## config.mk

```make
export PLATFORM = sky130hd
export DESIGN_NAME = acl_top
export DESIGN_NICKNAME = d
export VERILOG_FILES = /design/src/rtl/acl_pkg.sv /design/src/rtl/acl_top.sv /design/src/rtl/acl_sync2.sv /design/src/rtl/acl_frame.sv
export SDC_FILE = /design/constraint.sdc
export NUM_CORES = 1
export LEC_CHECK = 0
export BUFFER_PORTS_ARGS = -buffer_cell sky130_fd_sc_hd__buf_2
export CORE_MARGIN = 4
export CORE_UTILIZATION = 40
export DETAILED_ROUTE_END_ITERATION = 6
export PLACE_DENSITY = 0.57
export SYNTH_ARGS = -nofsm -noshare
export SYNTH_HDL_FRONTEND = slang
export SYNTH_HIERARCHICAL = 1
export SYNTH_SLANG_ARGS = --single-unit
```

## constraint.sdc

```tcl
create_clock -name clk_sys -period 4.8 [get_ports clk_sys]
set_input_delay 0.48 -clock clk_sys [delete_from_list [all_inputs] [get_ports clk_sys]]
set_output_delay 0.48 -clock clk_sys [all_outputs]
set_load 0.03 [all_outputs]
```

## src/rtl/acl_pkg.sv

```systemverilog
// Shared constants, register map and frame carriers for the audio link controller.
package acl_pkg;
   // Register bus widths.
   localparam int ADDR_W = 10;
   localparam int DATA_W = 32;
   localparam int NUM_MASTERS = 8;

   // Register indices; the byte address is four times the index.
   localparam logic [7:0] IDX_GPIO_STATUS = 8'h00;
   localparam logic [7:0] IDX_CODEC_STATUS = 8'h08;
   localparam logic [7:0] IDX_CODEC_CONTROL = 8'h0c;
   localparam logic [7:0] IDX_IRQ_STATUS = 8'h12;
   localparam logic [7:0] IDX_ENGINE_CONTROL = 8'h14;
   localparam logic [7:0] IDX_MASTER_STATUS_BASE = 8'h21;
   localparam logic [7:0] IDX_MASTER_STRIDE = 8'h08;
   localparam logic [1:0] BYTE_LANE_ZERO = 2'h0;

   // Codec control word fields.
   localparam int CTL_RW = 31;
   localparam int CTL_ADDR_HI = 30;
   localparam int CTL_ADDR_LO = 24;
   localparam int CTL_SEL_HI = 23;
   localparam int CTL_SEL_LO = 22;
   localparam int CTL_PRIMARY_POWERDOWN_SEMAPHORE = 21;
   localparam int CTL_SECONDARY_POWERDOWN_SEMAPHORE = 20;
   localparam int CTL_SHUTDOWN = 18;
   localparam int CTL_WARM = 17;
   localparam int CTL_NEW = 16;
   localparam int CTL_DATA_HI = 15;
   localparam int CTL_DATA_LO = 0;
   localparam logic [31:0] CONTROL_RESET = 32'h0000_0000;

   // Slot field positions.
   localparam int SLOT_W = 20;
   localparam int TAG_W = 16;
   localparam int TAG_FRAME = 15;
   localparam int TAG_SLOT1 = 14;
   localparam int TAG_SLOT2 = 13;
   localparam int TAG_SLOT12 = 3;
   localparam int RET_DATA_HI = 19;
   localparam int RET_DATA_LO = 4;
   localparam int RET_ADDR_HI = 19;
   localparam int RET_ADDR_LO = 12;
   localparam int GPIO_EVENT_BIT = 0;

   // Frame geometry in bit clocks.
   localparam int CNT_W = 8;
   localparam logic [7:0] FRAME_LAST = 8'hff;
   localparam logic [7:0] SYNC_BITS = 8'h10;
   localparam logic [7:0] TX_BITS = 8'h38;
   localparam logic [7:0] SLOT12_FIRST = 8'hec;

   // Warm reset: sync held high with the bit clock stopped.
   localparam int CLK_NS = 10;
   localparam int WARM_NS = 1000;
   localparam int WARM_CYCLES = (WARM_NS + CLK_NS - 1) / CLK_NS;
   localparam int WARM_CNT_W = 8;

   // Outgoing slots 0 to 2.
   typedef struct packed {
      logic [TAG_W-1:0] tag;
      logic [SLOT_W-1:0] slot1;
      logic [SLOT_W-1:0] slot2;
   } acl_tx_frame_type;

   // Incoming slots 0 to 2 and slot 12.
   typedef struct packed {
      logic [TAG_W-1:0] tag;
      logic [SLOT_W-1:0] slot1;
      logic [SLOT_W-1:0] slot2;
      logic [SLOT_W-1:0] slot12;
   } acl_rx_frame_type;
endpackage

```

## src/rtl/acl_top.sv

```systemverilog
// Codec command, status and second-level IRQ status logic of the audio link controller.
//
// Implementation choice: the address-and-strobe port.
`timescale 1ns/10ps
// Operation
// - Valid slot 2 sets fresh; status read clears
// - Slot 2 bits 19:4 give returned value
// - Direction bit drives slot 1 bit 19
// - Address bits go to slot 1 18:12
// - Codec select drives slot 0 bits 1:0
// - Nonzero select zeroes slot 0 bits 14:13
// - Powerdown semaphores are plain storage only
// - Link shutdown clears both ready indications
// - Starting warm reset clears link shutdown
// - Warm reset clears itself when clock resumes
// - Sent command clears command new bit
// - Write without new bit keeps command fields
// - Master IRQ sets bit; own read clears
// - Input rising edge in powerdown sets wakeup bit
// - Slot 12 bit 0 sets codec pin bit
// - Slot 0 bit 15 shows codec ready
module acl_top (
   input wire logic clk_sys,
   input wire logic rst_n,
   input wire logic [acl_pkg::ADDR_W-1:0] addr,
   input wire logic [acl_pkg::DATA_W-1:0] wr_data,
   input wire logic wr_en,
   input wire logic rd_en,
   output logic [acl_pkg::DATA_W-1:0] rd_data,
   input wire logic [acl_pkg::NUM_MASTERS-1:0] master_irq_event,
   input wire logic ac_bit_clk,
   input wire logic ac_sdata_in,
   output logic ac_sync,
   output logic ac_sdata_out
);
   import acl_pkg::*;

   logic rw_reg;
   logic [6:0] cmd_addr_reg;
   logic [1:0] codec_select_reg;
   logic primary_powerdown_semaphore_reg;
   logic secondary_powerdown_semaphore_reg;
   logic link_shutdown_reg;
   logic link_warm_reset_reg;
   logic cmd_new_reg;
   logic [15:0] cmd_data_reg;
   logic status_fresh_flag_reg;
   logic [15:0] returned_register_value_reg;
   logic [7:0] returned_addr_reg;
   logic primary_codec_ready_reg;
   logic secondary_codec_ready_reg;
   logic [NUM_MASTERS-1:0] master_irq_seen_reg;
   logic wakeup_irq_seen_reg;
   logic codec_pin_irq_seen_reg;
   logic [SLOT_W-1:0] slot12_reg;
   logic engine_mode_reg;
   logic [WARM_CNT_W-1:0] warm_cnt_reg;
   logic sdin_d_reg;

   logic bit_clk_s;
   logic sdin_s;
   logic frame_start;
   logic bit_rise;
   logic rx_done;
   acl_rx_frame_type rx;
   acl_tx_frame_type tx;

   // Address decode.
   wire hit_gpio = addr == ADDR_W'({IDX_GPIO_STATUS, BYTE_LANE_ZERO});
   wire hit_status = addr == ADDR_W'({IDX_CODEC_STATUS, BYTE_LANE_ZERO});
   wire hit_ctrl = addr == ADDR_W'({IDX_CODEC_CONTROL, BYTE_LANE_ZERO});
   wire hit_irq = addr == ADDR_W'({IDX_IRQ_STATUS, BYTE_LANE_ZERO});
   wire hit_engine = addr == ADDR_W'({IDX_ENGINE_CONTROL, BYTE_LANE_ZERO});
   wire [NUM_MASTERS-1:0] hit_master;
   wire ctrl_wr = wr_en & hit_ctrl;
   wire ctrl_load = ctrl_wr & wr_data[CTL_NEW];
   wire warm_start = ctrl_wr & wr_data[CTL_WARM] & ~link_warm_reset_reg;
   wire warm_active = link_warm_reset_reg & (warm_cnt_reg != WARM_CNT_W'(WARM_CYCLES));
   wire warm_end = link_warm_reset_reg & ~warm_active & bit_rise;
   wire cmd_go = cmd_new_reg & ~link_warm_reset_reg;
   wire cmd_sent = frame_start & cmd_go;
   wire sel_primary = codec_select_reg == 2'h0;
   wire status_valid = rx_done & rx.tag[TAG_SLOT2];
   wire pin_event = rx_done & rx.tag[TAG_SLOT12] & rx.slot12[GPIO_EVENT_BIT];
   wire wake_event = sdin_s & ~sdin_d_reg & link_shutdown_reg;
   wire shut_next = warm_start ? 1'b0 : ctrl_wr ? wr_data[CTL_SHUTDOWN] : link_shutdown_reg;

   // Per-master decode of the IRQ status registers.
   genvar gi;
   generate
      for (gi = 0; gi < NUM_MASTERS; gi++) begin : g_master
         localparam logic [7:0] IDX_M = IDX_MASTER_STATUS_BASE + 8'(gi) * IDX_MASTER_STRIDE;
         assign hit_master[gi] = addr == ADDR_W'({IDX_M, BYTE_LANE_ZERO});

         // Set wins over the clearing read.
         always_ff @(posedge clk_sys) begin
            if (!rst_n) begin
               master_irq_seen_reg[gi] <= 1'b0;
            end else if (master_irq_event[gi]) begin
               master_irq_seen_reg[gi] <= 1'b1;
            end else if (rd_en & hit_master[gi]) begin
               master_irq_seen_reg[gi] <= 1'b0;
            end
         end
      end
   endgenerate

   // Outgoing command frame.
   assign tx.tag = {cmd_go, cmd_go & sel_primary, cmd_go & ~rw_reg & sel_primary,
                    11'h000, codec_select_reg};
   assign tx.slot1 = cmd_go ? {rw_reg, cmd_addr_reg, 12'h000} : '0;
   assign tx.slot2 = (cmd_go & ~rw_reg) ? {cmd_data_reg, 4'h0} : '0;

   // Read data selection; unmapped addresses read as zero.
   wire [DATA_W-1:0] status_word = {returned_addr_reg, primary_codec_ready_reg,
      secondary_codec_ready_reg, 4'h0, status_fresh_flag_reg, 1'b0, returned_register_value_reg};
   wire [DATA_W-1:0] ctrl_word = {rw_reg, cmd_addr_reg, codec_select_reg,
      primary_powerdown_semaphore_reg, secondary_powerdown_semaphore_reg, 1'b0,
      link_shutdown_reg, link_warm_reset_reg, cmd_new_reg, cmd_data_reg};
   wire [DATA_W-1:0] irq_word = {22'h000000, master_irq_seen_reg, wakeup_irq_seen_reg,
      codec_pin_irq_seen_reg};
   wire [DATA_W-1:0] gpio_word = {10'h000, codec_pin_irq_seen_reg, wakeup_irq_seen_reg, slot12_reg};
   wire master_bit = |(hit_master & master_irq_seen_reg);
   wire [DATA_W-1:0] rd_mux = hit_status ? status_word :
                              hit_ctrl ? ctrl_word :
                              hit_irq ? irq_word :
                              hit_gpio ? gpio_word :
                              hit_engine ? {31'h0, engine_mode_reg} :
                              {31'h0, master_bit};

   acl_sync2 #(.WIDTH(2)) u_sync (
      .clk_sys(clk_sys),
      .rst_n(rst_n),
      .async_in({ac_bit_clk, ac_sdata_in}),
      .sync_out({bit_clk_s, sdin_s})
   );

   acl_frame u_frame (
      .clk_sys(clk_sys),
      .rst_n(rst_n),
      .bit_clk_s(bit_clk_s),
      .sdin_s(sdin_s),
      .warm_active(warm_active),
      .tx(tx),
      .frame_start(frame_start),
      .bit_rise(bit_rise),
      .rx_done(rx_done),
      .rx(rx),
      .ac_sync(ac_sync),
      .ac_sdata_out(ac_sdata_out)
   );

   // Codec command and control word.
   always_ff @(posedge clk_sys) begin
      if (!rst_n) begin
         {rw_reg, cmd_addr_reg, codec_select_reg, primary_powerdown_semaphore_reg,
          secondary_powerdown_semaphore_reg} <= CONTROL_RESET[CTL_RW:CTL_SECONDARY_POWERDOWN_SEMAPHORE];
         cmd_data_reg <= CONTROL_RESET[CTL_DATA_HI:CTL_DATA_LO];
         cmd_new_reg <= 1'b0;
         link_shutdown_reg <= 1'b0;
         engine_mode_reg <= 1'b0;
      end else begin
         if (ctrl_load) begin
            rw_reg <= wr_data[CTL_RW];
            cmd_addr_reg <= wr_data[CTL_ADDR_HI:CTL_ADDR_LO];
            codec_select_reg <= wr_data[CTL_SEL_HI:CTL_SEL_LO];
            cmd_data_reg <= wr_data[CTL_DATA_HI:CTL_DATA_LO];
         end
         if (ctrl_wr) begin
            primary_powerdown_semaphore_reg <= wr_data[CTL_PRIMARY_POWERDOWN_SEMAPHORE];
            secondary_powerdown_semaphore_reg <= wr_data[CTL_SECONDARY_POWERDOWN_SEMAPHORE];
         end
         // A new load wins over the clear of the command just sent.
         cmd_new_reg <= ctrl_load | (cmd_new_reg & ~cmd_sent);
         link_shutdown_reg <= shut_next;
         if (wr_en & hit_engine) begin
            engine_mode_reg <= wr_data[0];
         end
      end
   end

   // Warm reset: sync is held high for a fixed time, then the bit clock is awaited.
   always_ff @(posedge clk_sys) begin
      if (!rst_n) begin
         link_warm_reset_reg <= 1'b0;
         warm_cnt_reg <= '0;
      end else begin
         if (warm_start) begin
            link_warm_reset_reg <= 1'b1;
         end else if (warm_end) begin
            link_warm_reset_reg <= 1'b0;
         end
         warm_cnt_reg <= warm_active ? warm_cnt_reg + 8'h01 :
                         link_warm_reset_reg ? warm_cnt_reg : '0;
      end
   end

   // Returned status, ready state and codec pin capture.
   always_ff @(posedge clk_sys) begin
      if (!rst_n) begin
         status_fresh_flag_reg <= 1'b0;
         returned_register_value_reg <= '0;
         returned_addr_reg <= '0;
         primary_codec_ready_reg <= 1'b0;
         secondary_codec_ready_reg <= 1'b0;
         slot12_reg <= '0;
      end else begin
         if (status_valid) begin
            status_fresh_flag_reg <= 1'b1;
            returned_register_value_reg <= rx.slot2[RET_DATA_HI:RET_DATA_LO];
            returned_addr_reg <= rx.slot1[RET_ADDR_HI:RET_ADDR_LO];
         end else if (rd_en & hit_status) begin
            status_fresh_flag_reg <= 1'b0;
         end
         if (shut_next) begin
            primary_codec_ready_reg <= 1'b0;
            secondary_codec_ready_reg <= 1'b0;
         end else if (rx_done) begin
            primary_codec_ready_reg <= rx.tag[TAG_FRAME];
            secondary_codec_ready_reg <= rx.tag[TAG_FRAME];
         end
         if (rx_done & rx.tag[TAG_SLOT12]) begin
            slot12_reg <= rx.slot12;
         end
      end
   end

   // Codec pin and wakeup flags, cleared by reading the pin status register.
   always_ff @(posedge clk_sys) begin
      if (!rst_n) begin
         sdin_d_reg <= 1'b0;
         wakeup_irq_seen_reg <= 1'b0;
         codec_pin_irq_seen_reg <= 1'b0;
         rd_data <= '0;
      end else begin
         sdin_d_reg <= sdin_s;
         wakeup_irq_seen_reg <= wake_event | (wakeup_irq_seen_reg & ~(rd_en & hit_gpio));
         codec_pin_irq_seen_reg <= pin_event | (codec_pin_irq_seen_reg & ~(rd_en & hit_gpio));
         rd_data <= rd_en ? rd_mux : '0;
      end
   end

   a_fresh_set: assert property (@(posedge clk_sys) disable iff (!rst_n)
      status_valid |=> status_fresh_flag_reg && returned_register_value_reg ==
         $past(rx.slot2[RET_DATA_HI:RET_DATA_LO]))
      else $error("fresh flag or returned value not captured");
   a_fresh_read_clear: assert property (@(posedge clk_sys) disable iff (!rst_n)
      rd_en && hit_status && !status_valid |=> !status_fresh_flag_reg)
      else $error("status read did not clear fresh flag");
   a_cmd_slot_fields: assert property (@(posedge clk_sys) disable iff (!rst_n)
      cmd_go |-> tx.slot1[SLOT_W-1] == rw_reg && tx.slot1[18:12] == cmd_addr_reg)
      else $error("slot 1 command fields wrong");
   a_select_tags: assert property (@(posedge clk_sys) disable iff (!rst_n)
      !sel_primary |-> tx.tag[TAG_SLOT1:TAG_SLOT2] == 2'h0 && tx.tag[1:0] == codec_select_reg)
      else $error("slot 0 tags wrong for secondary codec");
   a_shutdown_ready: assert property (@(posedge clk_sys) disable iff (!rst_n)
      ctrl_wr && wr_data[CTL_SHUTDOWN] && !warm_start |=>
         !primary_codec_ready_reg && !secondary_codec_ready_reg)
      else $error("shutdown left codec ready set");
   a_warm_shutdown: assert property (@(posedge clk_sys) disable iff (!rst_n)
      warm_start |=> !link_shutdown_reg && link_warm_reset_reg)
      else $error("warm reset start did not clear shutdown");
   a_warm_sync_high: assert property (@(posedge clk_sys) disable iff (!rst_n)
      warm_start |=> ##1 ac_sync [*8])
      else $error("sync not held high during warm reset");
   a_cmd_sent_clear: assert property (@(posedge clk_sys) disable iff (!rst_n)
      cmd_sent && !ctrl_load |=> !cmd_new_reg)
      else $error("command new not cleared after send");
   a_no_new_keeps: assert property (@(posedge clk_sys) disable iff (!rst_n)
      ctrl_wr && !wr_data[CTL_NEW] |=> $stable(cmd_data_reg) && $stable(codec_select_reg)
         && $stable(rw_reg) && cmd_new_reg == $past(cmd_new_reg && !cmd_sent))
      else $error("write without new bit changed command");
   a_read_no_data: assert property (@(posedge clk_sys) disable iff (!rst_n)
      cmd_go && rw_reg |-> tx.slot2 == '0 && !tx.tag[TAG_SLOT2])
      else $error("read command carried slot 2 data");
   a_master_seen: assert property (@(posedge clk_sys) disable iff (!rst_n)
      rd_en && hit_master[0] && !master_irq_event[0] |=> !master_irq_seen_reg[0])
      else $error("master status read did not clear seen bit");
   a_master_set: assert property (@(posedge clk_sys) disable iff (!rst_n)
      master_irq_event != '0 |=> (master_irq_seen_reg & $past(master_irq_event)) ==
         $past(master_irq_event))
      else $error("master event did not set its seen bit");
   a_wake_flag: assert property (@(posedge clk_sys) disable iff (!rst_n)
      sdin_s && !sdin_d_reg && link_shutdown_reg |=> wakeup_irq_seen_reg)
      else $error("wakeup edge in power-down not flagged");
   a_pin_flag: assert property (@(posedge clk_sys) disable iff (!rst_n)
      rx_done && rx.tag[TAG_SLOT12] && rx.slot12[GPIO_EVENT_BIT] |=> codec_pin_irq_seen_reg)
      else $error("codec pin event not flagged");
   a_gpio_read_clear: assert property (@(posedge clk_sys) disable iff (!rst_n)
      rd_en && hit_gpio && !wake_event && !pin_event |=> !wakeup_irq_seen_reg &&
         !codec_pin_irq_seen_reg)
      else $error("pin status read did not clear flags");
   a_ready_follow: assert property (@(posedge clk_sys) disable iff (!rst_n)
      rx_done && !shut_next |=> primary_codec_ready_reg == $past(rx.tag[TAG_FRAME]) &&
         secondary_codec_ready_reg == $past(rx.tag[TAG_FRAME]))
      else $error("codec ready does not follow slot 0");
   a_semaphore_store: assert property (@(posedge clk_sys) disable iff (!rst_n)
      ctrl_wr |=> primary_powerdown_semaphore_reg == $past(wr_data[CTL_PRIMARY_POWERDOWN_SEMAPHORE]) &&
         secondary_powerdown_semaphore_reg == $past(wr_data[CTL_SECONDARY_POWERDOWN_SEMAPHORE]))
      else $error("powerdown semaphore not stored");
   a_warm_clear: assert property (@(posedge clk_sys) disable iff (!rst_n)
      warm_end |=> !link_warm_reset_reg)
      else $error("warm reset bit not cleared after clock resumed");
endmodule

```

## src/rtl/acl_sync2.sv

```systemverilog
// Two-flop synchroniser for levels arriving from outside the system clock.
`timescale 1ns/10ps
module acl_sync2 #(
   parameter int WIDTH = 1
) (
   input wire logic clk_sys,
   input wire logic rst_n,
   input wire logic [WIDTH-1:0] async_in,
   output logic [WIDTH-1:0] sync_out
);
   logic [WIDTH-1:0] meta_reg;

   // Only the second stage is visible to other logic.
   always_ff @(posedge clk_sys) begin
      if (!rst_n) begin
         meta_reg <= '0;
         sync_out <= '0;
      end else begin
         meta_reg <= async_in;
         sync_out <= meta_reg;
      end
   end
endmodule

```

## src/rtl/acl_frame.sv

```systemverilog
// Serial frame engine: sync, outgoing slot shifter and incoming slot capture.
`timescale 1ns/10ps
module acl_frame (
   input wire logic clk_sys,
   input wire logic rst_n,
   input wire logic bit_clk_s,
   input wire logic sdin_s,
   input wire logic warm_active,
   input acl_pkg::acl_tx_frame_type tx,
   output logic frame_start,
   output logic bit_rise,
   output logic rx_done,
   output acl_pkg::acl_rx_frame_type rx,
   output logic ac_sync,
   output logic ac_sdata_out
);
   import acl_pkg::*;

   logic bclk_d_reg;
   logic [CNT_W-1:0] cnt_reg;
   logic [$bits(acl_tx_frame_type)-1:0] tx_sh_reg;
   logic [$bits(acl_tx_frame_type)-1:0] rx_sh_reg;
   logic [SLOT_W-1:0] s12_sh_reg;
   logic [CNT_W-1:0] cnt_next;
   logic [$bits(acl_tx_frame_type)-1:0] tx_src;
   logic [$bits(acl_tx_frame_type)-1:0] rx_sh_next;
   logic [SLOT_W-1:0] s12_sh_next;
   logic fall;
   logic start;

   // Edge finding on the sampled bit clock; the count is held at FRAME_LAST while warm_active.
   assign bit_rise = bit_clk_s & ~bclk_d_reg;
   assign fall = ~bit_clk_s & bclk_d_reg;
   assign cnt_next = cnt_reg + 8'h01;
   assign start = bit_rise & ~warm_active & (cnt_reg == FRAME_LAST);
   assign frame_start = start;
   assign tx_src = start ? tx : tx_sh_reg;
   assign rx_sh_next = (cnt_reg < TX_BITS) ? {rx_sh_reg[$bits(rx_sh_reg)-2:0], sdin_s} : rx_sh_reg;
   assign s12_sh_next = (cnt_reg >= SLOT12_FIRST) ? {s12_sh_reg[SLOT_W-2:0], sdin_s} : s12_sh_reg;

   // Outgoing side changes on the rising bit clock edge.
   always_ff @(posedge clk_sys) begin
      if (!rst_n) begin
         bclk_d_reg <= 1'b0;
         cnt_reg <= FRAME_LAST;
         tx_sh_reg <= '0;
         ac_sync <= 1'b0;
         ac_sdata_out <= 1'b0;
      end else begin
         bclk_d_reg <= bit_clk_s;
         if (warm_active) begin
            cnt_reg <= FRAME_LAST;
            ac_sync <= 1'b1;
            ac_sdata_out <= 1'b0;
         end else if (bit_rise) begin
            cnt_reg <= cnt_next;
            ac_sync <= cnt_next < SYNC_BITS;
            ac_sdata_out <= tx_src[$bits(tx_src)-1];
            tx_sh_reg <= {tx_src[$bits(tx_src)-2:0], 1'b0};
         end
      end
   end

   // Incoming side is sampled on the falling bit clock edge.
   always_ff @(posedge clk_sys) begin
      if (!rst_n) begin
         rx_sh_reg <= '0;
         s12_sh_reg <= '0;
         rx_done <= 1'b0;
         rx <= '0;
      end else begin
         rx_done <= fall & (cnt_reg == FRAME_LAST);
         if (fall) begin
            rx_sh_reg <= rx_sh_next;
            s12_sh_reg <= s12_sh_next;
            if (cnt_reg == FRAME_LAST) begin
               rx <= {rx_sh_next, s12_sh_next};
            end
         end
      end
   end
endmodule

```

After elaboration in Yosys (flattened, before gate mapping). Cells that the tools add are included.

Bits in registers: 352. Output and inout bits: 34. Word-level logic and storage cells: 171.

$add $sub $neg: 2. Order comparisons: 3. Equality and inequality tests: 15. Muxes and demuxes: 36. Bitwise gates (word level): 50. Reduce and logical (&&, ||, !) cells: 21.

Operator list (number): two-way mux 56 bit (2); two-way mux 32 bit (2); two-way mux 20 bit (3); two-way mux 22 bit (2); == test 10 x 8 -> 1 bit (second input constant) (4); == test 10 x 9 -> 1 bit (second input constant) (4); AND 1 bit (36); two-way mux 1 bit (25); nonzero test 2 bit (11); == test 10 x 6 -> 1 bit (second input constant) (2); == test 10 x 7 -> 1 bit (second input constant) (2); adder 8 x 1 -> 8 bit (second input constant) (2); two-way mux 8 bit (2); logical NOT 10 bit (1); NOT 1 bit (10); AND 8 bit (1); == test 8 bit (second input constant) (1); >= comparator 8 bit (second input constant) (1); < comparator 8 x 5 -> 1 bit (second input constant) (1); < comparator 8 x 6 -> 1 bit (second input constant) (1); inequality test 8 x 7 -> 1 bit (second input constant) (1); OR reduction 8 bit (1); AND reduction 2 bit (3); OR reduction 5 bit (1); other kinds (5) (8).

Longest topological paths before layout. Gate-level depths: netlist of run 1.

Depth after elaboration: 9. Mapped depth: 10. Mapped depth without buffers: 9.

By module. Netlist of run 1, hierarchy kept.

By module, submodules not included: acl_frame (times used 1, cells an instance 968, area each 8936.1 um2, sequential area each 4384.2 um2); acl_top (times used 1, cells an instance 628, area each 5392.7 um2, sequential area each 2582.5 um2); acl_sync2 (times used 1, cells an instance 8, area each 105.1 um2, sequential area each 80.1 um2).

Least setup slack after synthesis of run 1. OpenSTA, ideal clock, no wires.

Path type: input -> register. From: input port addr[1] (netlist name). To: register rd_data[1] (netlist name). Library setup time: 0.124 ns. Data arrival time: 2.008 ns. Required time: 4.676 ns. Slack: 2.668 ns. Cell stages on the path: 6. Path buffers: 2. Cell sequence: or4_1 buf_4 or4_1 clkbuf_1 o21ai_0 a21oi_1.

Longest elaborated chain between the ends: 5. Elaborated cells on any way between the ends: 8. Those cells by class: eq/ne: 3; mux: 4; reduce/logical: 1.

Ends and longest elaborated chain: start: declaration (RTL line acl_top.sv:25) `input wire logic [acl_pkg::ADDR_W-1:0] addr,`; logical NOT 10 bit (RTL line acl_top.sv:69) `wire hit_gpio = addr == ADDR_W'({IDX_GPIO_STATUS, BYTE_LANE_ZERO});`; two-way mux 22 bit (RTL line acl_top.sv:127) `hit_gpio ? gpio_word :`; two-way mux 22 bit (RTL line acl_top.sv:126) `hit_irq ? irq_word :`; two-way mux 32 bit (RTL line acl_top.sv:125) `hit_ctrl ? ctrl_word :`; two-way mux 32 bit * (RTL line acl_top.sv:124) `wire [DATA_W-1:0] rd_mux = hit_status ? status_word :`; end signal: assignment (RTL line acl_top.sv:239) `rd_data <= rd_en ? rd_mux : '0;`; end: declaration (RTL line acl_top.sv:29) `output logic [acl_pkg::DATA_W-1:0] rd_data,`.

Mark *: on every way between the ends. The rest lies on a longest branch, timed or not. A chain may end at the register's enable or synchronous reset.

Worst setup path after layout of run 1.
From: register warm_cnt_reg[0]. To: register u_frame.tx_sh_reg[16].

Longest elaborated chain between the ends: 6. Elaborated cells on any way between the ends: 7. Those cells by class: eq/ne: 1; mux: 1; bitwise: 4; reduce/logical: 1.

Ends and longest elaborated chain: start: declaration (RTL line acl_top.sv:57) `logic [WARM_CNT_W-1:0] warm_cnt_reg;`; start signal: assignment (RTL line acl_top.sv:193) `warm_cnt_reg <= warm_active ? warm_cnt_reg + 8'h01 :`; inequality test 8 x 7 -> 1 bit * (RTL line acl_top.sv:78) `wire warm_active = link_warm_reset_reg & (warm_cnt_reg != WARM_CNT_W'(WARM_CYCLES));`; AND 1 bit * (RTL line acl_top.sv:78); named net warm_active (RTL line acl_top.sv:78); NOT 1 bit (no source line) *; AND 1 bit (2 in series) (RTL line acl_frame.sv:35) `assign start = bit_rise & ~warm_active & (cnt_reg == FRAME_LAST);`; two-way mux 56 bit (RTL line acl_frame.sv:37) `assign tx_src = start ? tx : tx_sh_reg;`; end signal: assignment (RTL line acl_frame.sv:59) `tx_sh_reg <= {tx_src[$bits(tx_src)-2:0], 1'b0};`; end: declaration (RTL line acl_frame.sv:21) `logic [$bits(acl_tx_frame_type)-1:0] tx_sh_reg;`.

Mark *: on every way through the listed nets, which the timed path passes. The rest lies on a longest branch.

==> reports/qor_table.md, run 1 <==
| Stage | Quantity | Value |
| --- | --- | --- |
| outcome | Run status | completed |
| final layout | Diode insertion count for antenna repair | 0 |
| sta | Final Critical Period | 2.702 ns |
| clock tree | Sinks on Clock Net | 323 |
| die | Area of the die | 36060 um^2 |
| global route | Wire length of the first global-routing pass | 49600 um |
| clock tree | Depth of the CTS H-tree | 2 |
| die | Num ports | 90 |
| route | Number of DRC markers after the initial detailed-route iteration | 640 |
| placed design | Worst-case setup slack after placement | 1.852 ns |
| critical path | Top fanout value on the critical path | 71 |
| synth | Synthesized cell area | 13230 um^2 |
| power and ir drop | Fraction of power spent switching nets | 22.64% |
| sta | Relative max-transition margin | 22.23% |
| hold path | Tightest Hold Check Type | input pin to flip-flop |
| sta | Crit share post-route | 56.29% |
| power and ir drop | Total power per unit cell area | 390.3 nW/um^2 |
| power and ir drop | Design internal power | 4.544 mW |
| placed design | Gpl congestion | 0.8427 |
| critical path | Required time at the endpoint of the critical path | 5.23 ns |
| route | Mean number of vias per cell | 5.080 |
| sta | Worst Clk Skew | 0.01934 ns |
| sta | Pin slew with the least headroom to its limit | 1.157 ns |
| die | Y dimension of the die | 189.9 um |
| sta | Total count of hold-check failures in the final report | 0 |
| hold path | WHS Path Cells | 2 |
| route | Via count | 10130 |
| clock tree | Number of hold buffers added after CTS | 0 |
| route | Post-detailed-route wirelength per cell | 15.52 um |
| sta | Unrepaired setup endpoints after global routing | false |
| clock tree | Bufs on Longest Clock Path | 3 |
| job | Max-cap viol count | 0 |
| final layout | Final #Nets | 1586 |
| synth | Synthesis warning total | 6 |
| route | Initial DRT Pass Iterations | 5 |
| final layout | Fraction of layout cells with a size suffix above 1 | 11.92% |
| die | Site Rows | 66 |
| clock tree | Number of clock buffers inserted by TritonCTS | 37 |
| sta | Number of max-slew violations in the final report | 0 |
| clock tree | CTS-repair resized insts | 0 |
| die | DIE WIDTH | 189.9 um |
| synth | Number of instances in the synthesized netlist | 1487 |
| power and ir drop | NetSw | 1.330 mW |
| critical path | Type of element launching the critical path | flip-flop |
| clock tree | Source-to-sink clock delay at the later pin of the worst-skew pair | 0.52 ns |
| power and ir drop | Reported leakage power | 5.401 nW |
| global route | Overall Global Routing Usage | 16.63% |
| route | Wirelength, routed | 30940 um |
| critical path | Number of cell instances on the worst register-to-register path | 9 |
| final layout | Design area | 15050 um^2 |
| placed design | Detailed placement HPWL | 19910 um |
| die | Placeable Area | 32620 um^2 |
| route | Residual DRC | 0 |
| critical path | Critical Path Sink Type | flip-flop |
| global route | Pin count of the biggest net entering global routing | 119 |
| sta | Total setup violations reported at the end of the flow | 0 |
| final layout | Area added between synthesis and finish | 13.76% |
| power and ir drop | Combinational cell fraction of total power | 6.5% |
| global route | Remaining global-route overflow | 0 |
| global route | Number of antenna violations at the first check in global routing | 0 |
| sta | Final worst setup slack | 2.098 ns |
| placed design | Placed cell area | 13850 um^2 |
| critical path | Worst setup path class | flip-flop to flip-flop |
| final layout | Max FFs per register | 56 |
| power and ir drop | Sequential power share | 47.0% |
| route | Remaining antenna violation count after routing | 0 |
| final layout | Number of filler cells placed in the layout | 3171 |
| power and ir drop | Final Power | 5.875 mW |
| clock tree | Clk root buf | clkbuf_16 |
| clock tree | Number of setup buffers added after CTS | 0 |
| clock tree | Clock transition at the registers of the reported paths | 0.05 ns |
| die | Initial cell density of the core | 40.57% |
| power and ir drop | Peak ir drop on the vdd network | 198.3 uV |
| critical path | Arrival @ worst endpoint | 3.13 ns |
| placed design | Port bufs | 88 |
| global route | Number of global-route vias before repair | 9490 |
| sta | Highest achievable clock rate | 370.1 MHz |
| sta | Worst slack on hold paths | 0.1762 ns |
| synth | Synthesized area per cell | 8.899 um^2 |
| clock tree | CTS tree | yes |
| sta | Accumulated negative setup slack | 0 ns |
| power and ir drop | Clock network fraction of total power | 46.4% |
-- layout by cell type (no fill, tap or decap), types with 4 or more instances in the layout --
master	n
dfxtp_1	323
nand2_1	297
a21oi_1	129
mux2i_1	123
nor2_1	97
buf_2	87
o21ai_0	68
a21boi_0	58
a211oi_1	41
clkbuf_16	39
and2_1	35
conb_1	27
a21boi_1	21
nand3_1	16
buf_4	13
a22oi_1	12
inv_1	11
clkbuf_8	11
a221oi_1	9
nor2b_1	8
xor2_1	8
o21a_1	8
clkbuf_1	8
nor4_1	7
a222oi_1	7
nand2b_1	6
a211oi_2	6
mux2_2	4
xnor2_1	4
o31a_1	4
ha_1	4
clkinv_2	4
-- per-layer routing --
metal / GRT usage [%] / part of all wire [%] / vias up / wire length [um]
met4: 4.814 / 2.3 / 0 / 715
met2: 25.89 / 44 / 156 / 13560
met5: 0 / 0 / - / 0
met1: 24.01 / 50 / 4748 / 15510
met3: 2.532 / 3.7 / 52 / 1157
li1: - / - / 5174 / -
-- path summary, 6_finish.rpt --
path | startpoint | endpoint | slack [ns]
max | warm_cnt_reg[0] | u_frame/tx_sh_reg[16] | 2.10
min reg2reg | u_sync/meta_reg[0] | u_sync/sync_out[0] | 0.43
min | ac_sdata_in | u_sync/meta_reg[0] | 0.18
max reg2reg | warm_cnt_reg[0] | u_frame/tx_sh_reg[16] | 2.10
-- layout make-up --
type                    instances  area [um^2]  share of cell area, %
clock inverters                 7        45.04                 0.2992
multi-input cells            1051         6231                  41.39
inverters                      12        47.55                 0.3159
clock buffers                  58         1157                  7.688
well taps                     442        553.0                  3.674
repair buffers                101        553.0                  3.674
flip-flops and latches        323         6466                  42.96
-- worst max-delay path, cell delays in order (launching register included) --
cell     delay (ns)
dfxtp_1        0.35
inv_1          0.07
ha_1           0.13
nor3b_1        0.19
nand3_1        0.24
and2_1         0.32
nor2_4         0.64
buf_12         0.33
o21ai_0        0.13
a21oi_1        0.18
-- metrics by stage --
| stage | std cells | utilization [%] |
|---|---|---|
| 2_1_floorplan | 1513 | - |
| 3_3_place_gp | 1929 | 42.46 |
| 3_5_place_dp | 1929 | 42.46 |
| 4_1_cts | 1994 | 46.15 |
| 5_1_grt | 1994 | 46.15 |
| 6_report | 1994 | 46.15 |
-- power groups by stage --
| stage | clock (mW) | combinational [mW] | sequential, mW |
|---|---|---|---|
| 2_1_floorplan | 0 | 0.315 | 2.81 |
| 6_report | 2.73 | 0.385 | 2.76 |
| 3_5_place_dp | 0 | 0.389 | 2.82 |
| 5_1_grt | 2.91 | 0.421 | 2.77 |
| 3_3_place_gp | 0 | 0.385 | 2.82 |
| 4_1_cts | 2.80 | 0.390 | 2.76 |
Note: power is estimated with default switching activity, not from simulation.
==> inputs of run 2 (changes only) <==
Settings changed: ABC_AREA set to 1.
Clock period 4.8 ns to 2.7 ns, I/O delays scaled along.
==> run 2 against run 1 <==
Against the previous run:
- combinational power is 140% higher
- critical path depth is 2 higher
- core utilization rose by 0.99 points
- hold slack lost 0.15 ns
- via count up 23%
- non-clock buffer count up 25
- count of clock-buffer cells in the layout up 2
- synthesized area is 4.4% higher
- fmax increased by 20%
- synthesized cell count up 33%
==> reports/qor_table.md, run 2 <==
| Stage | Quantity | Value | Delta |
| --- | --- | --- | --- |
| final layout | Fraction of layout cells with a size suffix above 1 | 9.448% | -2.5 points |
| synth | Synthesized cell area | 13820 um^2 | +4.4% |
| critical path | Stage delay of the slowest cell on the critical path | 0.38 ns | -0.26 ns |
| critical path | Worst reg2reg startpoint | warm_cnt_reg[0] |  |
| job | Max-cap viol count | 0 | unchanged |
| route | Wirelength, routed | 36120 um | +17% |
| sta | Relative max-transition margin | 50.17% | +28 points |
| hold path | Tightest Hold Check Type | input pin to flip-flop |  |
| route | Uppermost layer routed | met4 |  |
| clock tree | Clock transition at the registers of the reported paths | 0.06 ns | about the same |
| route | Post-detailed-route wirelength per cell | 14.38 um | -7.3% |
| synth | Synthesis warning total | 6 | unchanged |
| critical path | Top fanout value on the critical path | 31 | -56% |
| route | Number of DRC markers after the initial detailed-route iteration | 853 | +33% |
| critical path | Critical Path Sink Type | flip-flop |  |
| final layout | Max FFs per register | 56 | unchanged |
| sta | Total setup violations reported at the end of the flow | 0 | unchanged |
| critical path | Cell at the slowest stage of the critical path | dfxtp_1 |  |
| placed design | Placed cell area | 14630 um^2 | +5.7% |
| clock tree | Bufs on Longest Clock Path | 3 | unchanged |
| route | Wire length on met2 | 16100 um | +19% |
| critical path | Number of cell instances on the worst register-to-register path | 11 | +2 |
| clock tree | Number of hold buffers added after CTS | 11 | +11 |
| hold path | Endpoint with the worst hold slack | irq_word[4] |  |
| sta | Crit share post-route | 83.14% | +27 points |
| clock tree | Number of setup buffers added after CTS | 0 | unchanged |
| critical path | Register-to-register path setup slack | 0.46 ns | -1.64 ns |
| sta | Pin slew with the least headroom to its limit | 0.7466 ns | -0.4103 ns |
| clock tree | Depth of the CTS H-tree | 2 | unchanged |
| route | Detail Route met3 WL | 1448 um | +25% |
| route | Mean number of vias per cell | 4.974 | -2.1% |
| placed design | Gpl congestion | 0.8133 | -3.5% |
| die | Initial cell density of the core | 40.90% | +0.33 points |
| critical path | Arrival @ worst endpoint | 2.65 ns | -0.48 ns |
| clock tree | CTS tree | yes |  |
| global route | Pin count of the biggest net entering global routing | 121 | +1.7% |
| final layout | Diode insertion count for antenna repair | 0 | unchanged |
| die | Y dimension of the die | 193.9 um | +2.1% |
| final layout | Most common library cell in the layout ignoring fill and taps | nand2_1 |  |
| critical path | Worst flop-to-flop path endpoint | u_frame/tx_sh_reg[44] |  |
| final layout | Number of filler cells placed in the layout | 3417 | +7.8% |
| placed design | Detailed placement HPWL | 23460 um | +18% |
| die | Placeable Area | 33780 um^2 | +3.6% |
| placed design | Port bufs | 88 | unchanged |
| sta | Accumulated negative setup slack | 0 ns | unchanged |
| sta | Final Critical Period | 2.245 ns | -0.4571 ns |
| clock tree | Clk root buf | clkbuf_16 |  |
| global route | Wire length of the first global-routing pass | 59170 um | +19% |
| critical path | Most Frequent Cell on Critical Path | inv_1 |  |
| power and ir drop | Reported leakage power | 7.011 nW | +30% |
| synth | Synthesized area per cell | 7.000 um^2 | -21% |
| critical path | Required time at the endpoint of the critical path | 3.11 ns | -2.12 ns |
| sta | Unrepaired setup endpoints after global routing | false |  |
| global route | Number of antenna violations at the first check in global routing | 0 | unchanged |
| global route | Remaining global-route overflow | 0 | unchanged |
| die | Area of the die | 37580 um^2 | +4.2% |
| power and ir drop | Peak ir drop on the vdd network | 383.0 uV | +93% |
| route | Residual DRC | 0 | unchanged |
| global route | Overall Global Routing Usage | 18.49% | +1.9 points |
| route | Initial DRT Pass Iterations | 5 | unchanged |
| clock tree | Sinks on Clock Net | 323 | unchanged |
| final layout | Design area | 15930 um^2 | +5.8% |
| die | Site Rows | 67 | +1.5% |
| hold path | Min-Delay Startpoint | master_irq_event[2] |  |
| critical path | Worst setup path class | flip-flop to flip-flop |  |
| final layout | Most used cells in the layout excluding fill and tap cells | 363 x nand2_1, 323 x dfxtp_1, 273 x nor2_1 |  |
| die | Num ports | 90 | unchanged |
| critical path | Ordered list of cells on the worst path | inv_1 > ha_1 > nand4_1 > nand2_1 > inv_1 > nor2_4 > inv_1 > buf_4 > a21oi_1 > o21ai_0 > inv_1 |  |
| critical path | Type of element launching the critical path | flip-flop |  |
| critical path | Crit path buffers/inverters | 5 | +3 |
| synth | Number of instances in the synthesized netlist | 1974 | +33% |
| sta | Worst Clk Skew | 0.02640 ns | +0.007067 ns |
| clock tree | Source-to-sink clock delay at the later pin of the worst-skew pair | 0.52 ns | about the same |
| power and ir drop | Total power per unit cell area | 671.6 nW/um^2 | +72% |
| sta | Number of max-slew violations in the final report | 0 | unchanged |
| final layout | Final #Nets | 2098 | +32% |
| sta | Highest achievable clock rate | 445.5 MHz | +20% |
| route | Via count | 12500 | +23% |
| route | Remaining antenna violation count after routing | 0 | unchanged |
| clock tree | Number of clock buffers inserted by TritonCTS | 37 | unchanged |
| clock tree | CTS-repair resized insts | 0 | unchanged |
| hold path | WHS Path Cells | 3 | +1 |
| final layout | Area added between synthesis and finish | 15.26% |  |
| global route | Number of global-route vias before repair | 11350 | +20% |
| die | DIE WIDTH | 193.9 um | +2.1% |
| critical path | Top Family by Delay on Critical Path | buffers and inverters |  |
| outcome | Run status | completed |  |
| sta | Total count of hold-check failures in the final report | 0 | unchanged |
| route | Met1 layer wirelength in the final routing | 17770 um | +15% |
-- run 2: stage by stage --
stage	setup slack, ns	cells	util, %	total power [mW]	hold slack (ns)
final	0.4553	2512	47.14	10.70	0.02432
after global routing	0.1957	2512	47.14	11.17	0.03629
after CTS	0.4814	2512	47.14	10.84	0.007792
after detailed placement	0.4741	2436	43.32	5.982	0.3955
after global placement	0.5047	2436	43.32	5.971	0.4014
after floorplan	0.8626	2000	-	5.698	0.3635
-- run 2: worst max path at each step --
stage | cells after the start | startpoint | to
floorplan | 12 | warm_cnt_reg[2] | u_frame/tx_sh_reg[41]
global placement | 8 | addr[4] | rd_data[31]
detailed placement | 8 | addr[4] | rd_data[31]
CTS | 11 | warm_cnt_reg[0] | u_frame/tx_sh_reg[15]
global route | 11 | warm_cnt_reg[0] | u_frame/tx_sh_reg[42]
finish | 11 | warm_cnt_reg[0] | u_frame/tx_sh_reg[44]
-- run 2: per-layer routing --
| metal | GRT usage [%] | vias up |
|---|---|---|
| li1 | - | 6436 |
| met1 | 26.29 | 5790 |
| met2 | 29.59 | 215 |
| met3 | 2.884 | 54 |
| met4 | 4.688 | 0 |
| met5 | 0 | - |
-- run 2: where the power goes --
group / total, mW / internal [mW] / switching (mW)
Sequential: 4.96 / 4.89 / 0.0700
Combinational: 0.932 / 0.303 / 0.629
Clock: 4.80 / 2.89 / 1.91
-- run 2: area by class of cell --
cell class	count	area, um^2	share of cell area, %
Clock buffer	60	1144	7.180
Multi-Input combinational cell	1305	5984	37.58
Inverter	245	927.1	5.821
Tap cell	448	560.5	3.520
Sequential cell	323	6466	40.60
Clock inverter	5	38.79	0.2435
Timing Repair Buffer	126	805.8	5.059
-- run 2: tightest hold or removal path, cell delays in order --
cell,delay (ns)
buf_2,0.10
inv_1,0.06
a21oi_1,0.06
